File: src/include/rpmc_pkg.sv
package rpmc_pkg;

  localparam int unsigned CLK_HZ = 100_000_000;

  // register byte addresses (printed offsets 0x00 and 0x0F are indices)
  localparam logic [3:0] IDX_CTRL = 4'h0;
  localparam logic [3:0] IDX_RSSI = 4'hf;
  localparam logic [7:0] ADDR_CTRL = {2'b00, IDX_CTRL, 2'b00};
  localparam logic [7:0] ADDR_RSSI = {2'b00, IDX_RSSI, 2'b00};
  localparam logic [7:0] ADDR_STAT = 8'h40;

  // control register fields
  localparam int unsigned BIT_STANDBY = 7;
  localparam int unsigned BIT_RF_FULL = 5;
  localparam int unsigned BIT_SWAP    = 3;
  localparam int unsigned BIT_RX_ONLY = 1;
  localparam logic [7:0] CTRL_RESET   = 8'h00;

  // times, in their printed units
  localparam int unsigned WAKE_CONFIRM_US = 100;
  localparam int unsigned STANDBY_REC_US  = 100;
  localparam int unsigned MODE1_REC_US    = 25;
  localparam int unsigned AUX_CLK_HZ      = 60_000;
  localparam int unsigned SETTLE_US_DFLT  = 1500;

  localparam int unsigned WAKE_CONFIRM_CYC = WAKE_CONFIRM_US * (CLK_HZ / 1_000_000);
  localparam int unsigned STANDBY_REC_CYC  = STANDBY_REC_US * (CLK_HZ / 1_000_000);
  localparam int unsigned MODE1_REC_CYC    = MODE1_REC_US * (CLK_HZ / 1_000_000);
  // half period of the auxiliary clock, rounded down
  localparam int unsigned AUX_HALF_CYC     = CLK_HZ / (2 * AUX_CLK_HZ);
  localparam int unsigned SETTLE_CYC_DFLT  = SETTLE_US_DFLT * (CLK_HZ / 1_000_000);

  // power states
  typedef enum logic [2:0] {
    RPMC_OFF    = 3'b000,
    RPMC_SLEEP  = 3'b001,
    RPMC_SETTLE = 3'b011,
    RPMC_WAKE   = 3'b010,
    RPMC_ON     = 3'b110
  } rpmc_state_t;

  // active mode reported in status
  localparam logic [2:0] MODE_PD1     = 3'h0;
  localparam logic [2:0] MODE_PD2     = 3'h1;
  localparam logic [2:0] MODE_STANDBY = 3'h2;
  localparam logic [2:0] MODE_ACT1    = 3'h3;
  localparam logic [2:0] MODE_ACT2    = 3'h4;
  localparam logic [2:0] MODE_ACT34   = 3'h5;

endpackage : rpmc_pkg

File: src/core/rpmc_top.sv
//Operation
// - enable high: regulators, oscillator, host clock
// - wake only: auxiliary supply, 60 kHz clock
// - wake rising edge starts supplies, oscillator
// - unconfirmed wake start returns to power-down
// - enable confirmed within window stays active
// - after settling switch to crystal clock
// - enable high: modes from control register
// - standby bit 7, recover in 100 us
// - bits 5,1 clear: mode 1, 25 us
// - bit 1 set: receiver only
// - bit 5 set: whole RF section
// - default input 1 main, 2 auxiliary
// - bit 3 swaps receive inputs
// - both RSSI values stored for reading
// - only main receiver feeds digitizer
//
// Design decision made here: the AHB-Lite interface to the registers.
`timescale 1ns/1ps
module rpmc_top
  import rpmc_pkg::*;
#(
  parameter int unsigned SETTLE_CYC = SETTLE_CYC_DFLT
) (
  input  wire logic        clock,
  input  wire logic        arst_n,
  input  wire logic [31:0] haddr,
  input  wire logic [1:0]  htrans,
  input  wire logic        hwrite,
  input  wire logic [2:0]  hsize,
  input  wire logic [31:0] hwdata,
  input  wire logic        hsel,
  input  wire logic        hready,
  output logic      [31:0] hrdata,
  output logic             hreadyout,
  output logic             hresp,
  input  wire logic        enablePin,
  input  wire logic        wakeInput,
  input  wire logic        firstReceiveInput,
  input  wire logic        secondReceiveInput,
  input  wire logic [3:0]  mainRssiLevel,
  input  wire logic [3:0]  auxRssiLevel,
  input  wire logic        rssiValid,
  output logic             regulatorsOn,
  output logic             auxiliaryRegulatedSupply,
  output logic             oscillatorOn,
  output logic             hostClockOutput,
  output logic             hostClockIsCrystal,
  output logic             transmitterOn,
  output logic             receiverOn,
  output logic             mainReceiverIn,
  output logic             auxReceiverIn,
  output logic             digitizerIn,
  output logic             registersReady,
  output logic             recoveryDone
);

  typedef struct packed {
    logic [1:0]  enSync;
    logic [1:0]  wakeSync;
    logic        wakePrev;
    logic [1:0]  rx1Sync;
    logic [1:0]  rx2Sync;
    rpmc_state_t state;
    logic        fromWake;
    logic [31:0] timer;
    logic [31:0] recTimer;
    logic [15:0] auxDiv;
    logic        auxClk;
    logic [7:0]  ctrl;
    logic [7:0]  rssi;
    logic        dpPend;
    logic        dpWrite;
    logic [7:0]  dpAddr;
    logic [31:0] rdata;
    logic        regOn;
    logic        auxSup;
    logic        oscOn;
    logic        hclk;
    logic        hclkXtal;
    logic        txOn;
    logic        rxOn;
    logic        mainIn;
    logic        auxIn;
    logic        digIn;
    logic        ready;
    logic        recDone;
  } rpmc_regs_t;

  rpmc_regs_t s_q;
  rpmc_regs_t s_d;
  // apart from the struct: only this one is cleared by the raw pin
  logic [1:0] rstSync_q;
  logic       rstN;
  logic       en;
  logic       wake;
  logic       wakeRise;
  logic       addrPhase;
  logic [2:0] modeNow;

  ////////////////////////////////////////////////////////////////////////////
  // reset release
  always_ff @(posedge clock or negedge arst_n) begin
    if (!arst_n) begin
      rstSync_q <= 2'b00;
    end else begin
      rstSync_q <= {rstSync_q[0], 1'b1};
    end
  end
  assign rstN = rstSync_q[1];

  assign en       = s_q.enSync[1];
  assign wake     = s_q.wakeSync[1];
  assign wakeRise = wake & ~s_q.wakePrev;
  assign addrPhase = hsel & hready & htrans[1];

  always_comb begin
    modeNow = MODE_PD1;
    case (s_q.state)
      RPMC_SLEEP:  modeNow = MODE_PD2;
      RPMC_ON: begin
        if (s_q.ctrl[BIT_STANDBY]) begin
          modeNow = MODE_STANDBY;
        end else if (s_q.ctrl[BIT_RF_FULL]) begin
          modeNow = MODE_ACT34;
        end else if (s_q.ctrl[BIT_RX_ONLY]) begin
          modeNow = MODE_ACT2;
        end else begin
          modeNow = MODE_ACT1;
        end
      end
      default:     modeNow = MODE_PD1;
    endcase
  end

  ////////////////////////////////////////////////////////////////////////////
  always_comb begin
    s_d          = s_q;
    s_d.enSync   = {s_q.enSync[0], enablePin};
    s_d.wakeSync = {s_q.wakeSync[0], wakeInput};
    s_d.rx1Sync  = {s_q.rx1Sync[0], firstReceiveInput};
    s_d.rx2Sync  = {s_q.rx2Sync[0], secondReceiveInput};
    s_d.wakePrev = wake;

    // 60 kHz divider, free-running; host clock gated by the auxiliary supply
    if (s_q.auxDiv >= 16'(AUX_HALF_CYC - 1)) begin
      s_d.auxDiv = 16'h0000;
      s_d.auxClk = ~s_q.auxClk;
    end else begin
      s_d.auxDiv = s_q.auxDiv + 16'h0001;
    end

    if (s_q.timer != 32'h0000_0000) begin
      s_d.timer = s_q.timer - 32'h0000_0001;
    end

    case (s_q.state)
      RPMC_OFF: begin
        if (en) begin
          s_d.state    = RPMC_SETTLE;
          s_d.fromWake = 1'b0;
          s_d.timer    = SETTLE_CYC;
        end else if (wakeRise) begin
          s_d.state    = RPMC_SETTLE;
          s_d.fromWake = 1'b1;
          s_d.timer    = SETTLE_CYC;
        end else if (wake) begin
          s_d.state = RPMC_SLEEP;
        end
      end
      RPMC_SLEEP: begin
        if (en) begin
          s_d.state    = RPMC_SETTLE;
          s_d.fromWake = 1'b0;
          s_d.timer    = SETTLE_CYC;
        end else if (!wake) begin
          s_d.state = RPMC_OFF;
        end
      end
      RPMC_SETTLE: begin
        if (s_q.timer == 32'h0000_0000) begin
          if (s_q.fromWake && !en) begin
            s_d.state = RPMC_WAKE;
            s_d.timer = WAKE_CONFIRM_CYC;
          end else begin
            s_d.state = RPMC_ON;
          end
        end else if (!s_q.fromWake && !en) begin
          s_d.state = wake ? RPMC_SLEEP : RPMC_OFF;
        end
      end
      RPMC_WAKE: begin
        if (en) begin
          s_d.state = RPMC_ON;
        end else if (s_q.timer == 32'h0000_0000) begin
          s_d.state = RPMC_OFF;
        end
      end
      RPMC_ON: begin
        if (!en) begin
          s_d.state = wake ? RPMC_SLEEP : RPMC_OFF;
        end
      end
      default: s_d.state = RPMC_OFF;
    endcase

    if (s_q.recTimer != 32'h0000_0000) begin
      s_d.recTimer = s_q.recTimer - 32'h0000_0001;
    end

    // AHB-Lite slave, zero wait states
    s_d.dpPend = addrPhase;
    if (addrPhase) begin
      s_d.dpWrite = hwrite;
      s_d.dpAddr  = haddr[7:0];
    end
    if (s_q.dpPend && s_q.dpWrite && s_q.dpAddr == ADDR_CTRL) begin
      s_d.ctrl = hwdata[7:0];
      if (s_q.ctrl[BIT_STANDBY] && !hwdata[BIT_STANDBY]) begin
        s_d.recTimer = STANDBY_REC_CYC;
      end else if (!s_q.ctrl[BIT_RF_FULL] && !s_q.ctrl[BIT_RX_ONLY]
                   && (hwdata[BIT_RF_FULL] || hwdata[BIT_RX_ONLY])) begin
        s_d.recTimer = MODE1_REC_CYC;
      end
    end
    if (rssiValid) begin
      s_d.rssi = {auxRssiLevel, mainRssiLevel};
    end
    if (addrPhase && !hwrite) begin
      case (haddr[7:0])
        ADDR_CTRL: s_d.rdata = {24'h000000, s_d.ctrl};
        ADDR_RSSI: s_d.rdata = {24'h000000, s_q.rssi};
        ADDR_STAT: s_d.rdata = {24'h000000, s_q.recTimer == 32'h0000_0000,
                                s_q.state == RPMC_ON, s_q.fromWake,
                                s_q.state == RPMC_WAKE, 1'b0, modeNow};
        default:   s_d.rdata = 32'h0000_0000;
      endcase
    end

    // outputs
    // supplies and oscillator
    s_d.regOn    = (s_d.state != RPMC_OFF) && (s_d.state != RPMC_SLEEP);
    s_d.oscOn    = s_d.regOn && !(s_d.state == RPMC_ON && s_d.ctrl[BIT_STANDBY]);
    s_d.auxSup   = s_d.state != RPMC_OFF;
    s_d.hclkXtal = (s_d.state == RPMC_ON) || (s_d.state == RPMC_WAKE);
    s_d.hclk     = s_d.hclkXtal ? 1'b0 : (s_d.auxSup & s_d.auxClk);
    s_d.ready    = s_d.hclkXtal;
    // full RF, receiver only, mode 1 off
    s_d.txOn     = s_d.state == RPMC_ON && !s_d.ctrl[BIT_STANDBY] && s_d.ctrl[BIT_RF_FULL];
    s_d.rxOn     = s_d.state == RPMC_ON && !s_d.ctrl[BIT_STANDBY]
                   && (s_d.ctrl[BIT_RF_FULL] || s_d.ctrl[BIT_RX_ONLY]);
    s_d.mainIn   = s_d.ctrl[BIT_SWAP] ? s_q.rx2Sync[1] : s_q.rx1Sync[1];
    s_d.auxIn    = s_d.ctrl[BIT_SWAP] ? s_q.rx1Sync[1] : s_q.rx2Sync[1];
    s_d.digIn    = s_d.rxOn & s_d.mainIn;
    s_d.recDone  = s_d.recTimer == 32'h0000_0000;
  end

  ////////////////////////////////////////////////////////////////////////////
  always_ff @(posedge clock or negedge rstN) begin
    if (!rstN) begin
      s_q.enSync   <= 2'b00;
      s_q.wakeSync <= 2'b00;
      s_q.wakePrev <= 1'b0;
      s_q.rx1Sync  <= 2'b00;
      s_q.rx2Sync  <= 2'b00;
      s_q.state    <= RPMC_OFF;
      s_q.fromWake <= 1'b0;
      s_q.timer    <= 32'h0000_0000;
      s_q.recTimer <= 32'h0000_0000;
      s_q.auxDiv   <= 16'h0000;
      s_q.auxClk   <= 1'b0;
      s_q.ctrl     <= CTRL_RESET;
      s_q.rssi     <= 8'h00;
      s_q.dpPend   <= 1'b0;
      s_q.dpWrite  <= 1'b0;
      s_q.dpAddr   <= 8'h00;
      s_q.rdata    <= 32'h0000_0000;
      s_q.regOn    <= 1'b0;
      s_q.auxSup   <= 1'b0;
      s_q.oscOn    <= 1'b0;
      s_q.hclk     <= 1'b0;
      s_q.hclkXtal <= 1'b0;
      s_q.txOn     <= 1'b0;
      s_q.rxOn     <= 1'b0;
      s_q.mainIn   <= 1'b0;
      s_q.auxIn    <= 1'b0;
      s_q.digIn    <= 1'b0;
      s_q.ready    <= 1'b0;
      s_q.recDone  <= 1'b1;
    end else begin
      s_q.enSync   <= s_d.enSync;
      s_q.wakeSync <= s_d.wakeSync;
      s_q.wakePrev <= s_d.wakePrev;
      s_q.rx1Sync  <= s_d.rx1Sync;
      s_q.rx2Sync  <= s_d.rx2Sync;
      s_q.state    <= s_d.state;
      s_q.fromWake <= s_d.fromWake;
      s_q.timer    <= s_d.timer;
      s_q.recTimer <= s_d.recTimer;
      s_q.auxDiv   <= s_d.auxDiv;
      s_q.auxClk   <= s_d.auxClk;
      s_q.ctrl     <= s_d.ctrl;
      s_q.rssi     <= s_d.rssi;
      s_q.dpPend   <= s_d.dpPend;
      s_q.dpWrite  <= s_d.dpWrite;
      s_q.dpAddr   <= s_d.dpAddr;
      s_q.rdata    <= s_d.rdata;
      s_q.regOn    <= s_d.regOn;
      s_q.auxSup   <= s_d.auxSup;
      s_q.oscOn    <= s_d.oscOn;
      s_q.hclk     <= s_d.hclk;
      s_q.hclkXtal <= s_d.hclkXtal;
      s_q.txOn     <= s_d.txOn;
      s_q.rxOn     <= s_d.rxOn;
      s_q.mainIn   <= s_d.mainIn;
      s_q.auxIn    <= s_d.auxIn;
      s_q.digIn    <= s_d.digIn;
      s_q.ready    <= s_d.ready;
      s_q.recDone  <= s_d.recDone;
    end
  end

  // zero wait states; response always okay
  assign hreadyout                = 1'b1;
  assign hresp                    = 1'b0;
  assign hrdata                   = s_q.rdata;
  assign regulatorsOn             = s_q.regOn;
  assign auxiliaryRegulatedSupply = s_q.auxSup;
  assign oscillatorOn             = s_q.oscOn;
  assign hostClockOutput          = s_q.hclk;
  assign hostClockIsCrystal       = s_q.hclkXtal;
  assign transmitterOn            = s_q.txOn;
  assign receiverOn               = s_q.rxOn;
  assign mainReceiverIn           = s_q.mainIn;
  assign auxReceiverIn            = s_q.auxIn;
  assign digitizerIn              = s_q.digIn;
  assign registersReady           = s_q.ready;
  assign recoveryDone             = s_q.recDone;

endmodule : rpmc_top

File: config.mk
export PLATFORM = sky130hd
export DESIGN_NAME = rpmc_top
export DESIGN_NICKNAME = d
export VERILOG_FILES = /design/src/include/rpmc_pkg.sv /design/src/core/rpmc_top.sv
export SDC_FILE = /design/constraint.sdc
export NUM_CORES = 1
export LEC_CHECK = 0
export BUFFER_PORTS_ARGS = -buffer_cell sky130_fd_sc_hd__clkbuf_2
export CAP_MARGIN = 20
export CELL_PAD_IN_SITES_DETAIL_PLACEMENT = 0
export CELL_PAD_IN_SITES_GLOBAL_PLACEMENT = 1
export CORE_ASPECT_RATIO = 1.4
export CORE_MARGIN = 5
export CORE_UTILIZATION = 43
export CTS_CLUSTER_DIAMETER = 40
export CTS_CLUSTER_SIZE = 40
export DETAILED_ROUTE_END_ITERATION = 6
export HOLD_SLACK_MARGIN = 0.15
export MAX_ROUTING_LAYER = met4
export PLACE_DENSITY_LB_ADDON = 0.12
export SLEW_MARGIN = 30
export SYNTH_ARGS = -nofsm -noshare
export SYNTH_HDL_FRONTEND = slang
export SYNTH_SLANG_ARGS = --single-unit
File: constraint.sdc
create_clock -name clock -period 4.69 [get_ports clock]
set_input_delay 0 -clock clock [delete_from_list [all_inputs] [get_ports clock]]
set_output_delay 0 -clock clock [all_outputs]
set_load 0.02 [all_outputs]
# After elaboration in Yosys (flattened, before gate mapping)

Cells that the tools add are included.

Bits in registers: 165
Word-level logic and storage cells: 122
Output and inout bits: 46

Reductions and logical operators: 36
$add $sub $neg: 3
Order comparisons: 1
Bitwise gates (word level): 7
Muxes and demuxes: 35
Equality and inequality tests: 11

Operator list:

| operator                | number |
|---|---|
| $mux W32                | 7 |
| $logic_not A32 Y1       | 3 |
| $pmux W32 S3            | 1 |
| $mux W33                | 2 |
| $reduce_bool A32 Y1     | 2 |
| $sub A32 B1 Y32 const B | 2 |
| $mux W3                 | 13 |
| $mux W36                | 1 |
| $pmux W8 S3             | 1 |
| $add A16 B1 Y16 const B | 1 |
| $ge A16 B10 Y1 const B  | 1 |
| $logic_not A8 Y1        | 2 |
| $mux W16                | 1 |
| $pmux W3 S5             | 1 |
| $logic_and A1 B1 Y1     | 14 |
| $eq A3 B2 Y1 const B    | 3 |
| $eq A8 B6 Y1 const B    | 1 |
| $eq A8 B7 Y1 const B    | 1 |
| $logic_not A1 Y1        | 8 |
| $mux W8                 | 1 |
| $eq A3 B3 Y1 const B    | 2 |
| $pmux W3 S2             | 1 |
| $and A1 B1 Y1           | 5 |
| $mux W1                 | 5 |
| other kinds (11)        | 14 |

# Depth between registers and ports, before layout

Depth in word-level cells: 9
Gate-level depth with buffers: 11

# Worst setup path before layout

OpenSTA, ideal clock, no wires.

Path kind: register -> output
Start: register s_q, in the netlist registersReady
End: output port registersReady
Setup slack: 4.077 ns
Data required time: 4.690 ns
Cell stages (with the launch flop): 2
Data arrival time: 0.613 ns
Buffers on the path: 1
Path through: dfrtp_1 buf_4

RTL lines:

| what        | line           | text |
|---|---|---|
| from (decl) | rpmc_top.sv:90 | `rpmc_regs_t s_q;` |
| to (decl)   | rpmc_top.sv:54 | `output logic registersReady,` |

No word-level cell between the ends.

==> results.md <==
* Worst slew margin at 0.451
* Worst-margin pin slew at 0.816 ns
* Hold path depth at 2
* Run status: finished clean
* Starting Density at 0.435
* Max-cap viol count at 0
* CTS tree: built
* IO Count at 133
* Area Overhead vs Synth at 21.0%
* FP Rows at 54
* Most frequent cells after synthesis: 140 x dfrtp_1, 81 x nor2_1, 37 x nand2_1
* Largest net degree at the start of global routing at 73
* Register area at 0.00353 mm^2
* Instance area after placement at 0.00710 mm^2
* R2R Setup Slk at 1.21 ns
* Yosys warns at 0
* F_max at 288 MHz
* Routed length per placed instance at 15.8 um
* Largest family of logic cells by synthesized area: simple AND/OR/NAND/NOR gates
* Clk Latency, worst-skew pair at 0.43 ns
* Number of global-route vias before repair at 5,248
* Post-Synth XOR/XNOR Area at 0.0689
* Final hold vios at 0
* Ant diodes at 0
* Hold Path Class: primary input to register
* Core Area at 0.0155 mm^2
* Worst Path Arrival at 3.79 ns
* RSZ-0062 raised after global routing: false
* Number of synthesized flops with an enable pin at 0
* H-tree Lvls at 4
* CTS Buf Count at 17
* Drt first pass iters at 4
* Ys flop type: dfrtp_1
* Share of cells above drive strength 1 at 0.176
* CP max FO at 6
* Startpoint class of the critical path: register
* Final setup vio count at 0
* Initial antenna violation count at 0
* DR vias/cell at 5.21
* Pleak at 3.40 nW
* Final-report max-slew violation count at 0
* Gpl congestion at 0.856
* Crit share post-route at 0.742
* Vias post-DR at 5,018
* Die H at 158 um
* Tmin final at 3.48 ns
* FFs w/ async S/R, synth at 1.00
* Total clock sinks at 141
* Clock skew at 0.00618 ns
* GRT overflow at 0
* Area fraction in compound gates after synthesis at 0.0840
* Critical Path Max Stage Delay at 0.57 ns
* Post-DP HPWL at 10,700 um
* Crit-path slowest cell: or4b_4
* Critical Path Sink Type: register
* Mapped cell area at 0.00674 mm^2
* Crit. path cell count at 8
* Drc violations at 0
* Synth cell types at 59
* Clock Pin Slew Worst Setup and Hold Paths at 0.07 ns
* Maximum buffer depth of the clock tree at 2
* Crit-path leading delay family: simple AND/OR/NAND/NOR gates
* CP required at 5.00 ns
* P per Cell Area at 436 mW/mm^2
* Die ar. at 0.0183 mm^2
* Largest cells by area after synthesis: dfrtp_1 52%, nor2_1 4.5%, mux2_2 4.3%
* DR iter-0 viols at 245
* Port bufs at 54
* CP bufs+invs at 0
* Wirelength, routed at 15,200 um
* Post-synthesis adder-cell area fraction at 0.0111
* Synth area leader: dfrtp_1
* First-pass GRT wire length at 25,400 um
* Die Wd at 116 um
* Setup bufs post-CTS at 0
* Area of the multi-input gates at 0.00290 mm^2
* Critical path class: register to register
* Cells after Synth at 656
* Crit path top cell by count: or4_1
* Routed Antenna Nets at 0
* Count leader, synth: dfrtp_1
* Yosys top cell area share at 0.520
* Post-synthesis mux area share at 0.0466
* Register area share after synthesis at 0.524
* Synth Register Bits at 141
* Final #Nets at 847
* Post-synthesis simple-gate area fraction at 0.201
* Fillers at 1,419
* Total power at 3.55 mW
* Mean Syn Cell Area at 10.3 um^2
* GRT Overall Usage at 0.183
* Final Instance Area at 0.00815 mm^2
* Worst r2r path cells at 8
* Max VDD drop at 0.306 mV
* Root Buffer: clkbuf_16
* Final TNS setup at 0 ns
* Worst path cell trace: or4_1, or4b_4, or4_1, or3_4, nor3b_1, xnor2_1, a31oi_1, nor4b_2
* Post-CTS sizing at 0
==> sequential cells by signal, summed over array words and instances, names as in the netlist <==
register                  count
mainReceiverIn                1
auxReceiverIn                 1
s_d                           5
digitizerIn                   1
rstSync_q                     2
registersReady                1
oscillatorOn                  1
recoveryDone                  1
auxiliaryRegulatedSupply      1
s_q                         114
receiverOn                    1
hostClockOutput               1
regulatorsOn                  1
hrdata                        8
transmitterOn                 1
en                            1
==> cells by family (layout without fill, tap and decap cells) <==
kind of cell,Yosys count,after routing
adders and majority gates,6,6
buffers and inverters,77,157
muxes,28,28
DFF,141,141
AOI/OAI and AO/OA,91,91
other,2,33
and+or+nand+nor,258,258
xor gates and xnor gates,53,53
==> area by class of cell <==
cell class / instances / share of cell area
sequential: 141 / 0.434
multi-input combinational: 469 / 0.356
tap: 196 / 0.0301
clock buffer: 17 / 0.0522
inverter: 22 / 0.0101
timing repair buffer: 103 / 0.0940
clock inverter: 15 / 0.0236
==> metrics by stage <==
stage                     std cells  setup slack [ns]  hold WS [ns]   util
after floorplan                 687             0.472        -0.296      -
final                           963              1.21         0.217  0.527
after detailed placement        889              1.20        -0.210  0.459
after global placement          889              1.25        -0.215  0.459
after global routing            963             0.940         0.215  0.527
after CTS                       962              1.18         0.190  0.525
==> layer usage <==
| layer | vias up | GRT usage | part of all wire |
|---|---|---|---|
| met5 | - | - | 0 |
| met1 | 2453 | 0.200 | 0.40 |
| met4 | 0 | 0.0713 | 0.021 |
| li1 | 2454 | - | - |
| met2 | 85 | 0.321 | 0.54 |
| met3 | 26 | 0.0413 | 0.034 |
==> path summary, 6_finish.rpt <==
path / start / end
worst max-delay path: s_q[98]$_DFF_PN0_ / recoveryDone$_DFF_PN1_
worst min-delay path: enablePin / s_d[163]$_DFF_PN0_
worst max register to register: s_q[98]$_DFF_PN0_ / recoveryDone$_DFF_PN1_
worst min register to register: rstSync_q[1]$_DFF_PN0_ / s_q[117]$_DFF_PN0_
max in group asynchronous: rstSync_q[1]$_DFF_PN0_ / s_q[72]$_DFF_PN0_
min in group asynchronous: rstSync_q[1]$_DFF_PN0_ / s_q[117]$_DFF_PN0_
==> what timing repair did <==
item,in CTS,in global routing
endpoints found under the hold margin,54,0
endpoints found under the setup margin,0,0
hold buffers,41,0
==> cells in the final DEF (no fill, tap or decap), types with 3 or more instances in the layout <==
master,n
nor3b_1,6
inv_6,4
nand4_1,13
clkbuf_2,54
o211ai_1,4
nand3_1,17
or2_2,5
clkbuf_16,17
xnor2_1,33
o21ai_0,26
inv_1,22
a21oi_1,24
and3_1,4
nor2_1,81
dfrtp_1,139
a211oi_1,4
a31oi_1,6
dlygate4sd3_1,41
a22oi_1,4
a21o_1,3
nand2_1,37
and4_1,3
mux2_2,26
xor2_1,20
or4_1,13
inv_8,6
nor2b_1,5
buf_4,6
ha_1,6
or3_1,12
conb_1,33
nor3_1,19
nand2b_1,4
o31ai_1,3
nor4_1,25
==> where the power goes <==
part           total [mW]  switching (mW)  internal (mW)
Combinational       0.624           0.362          0.261
Clock                1.41           0.591          0.815
Sequential           1.52           0.154           1.37
No activity file was read; power rests on OpenSTA's default activity.
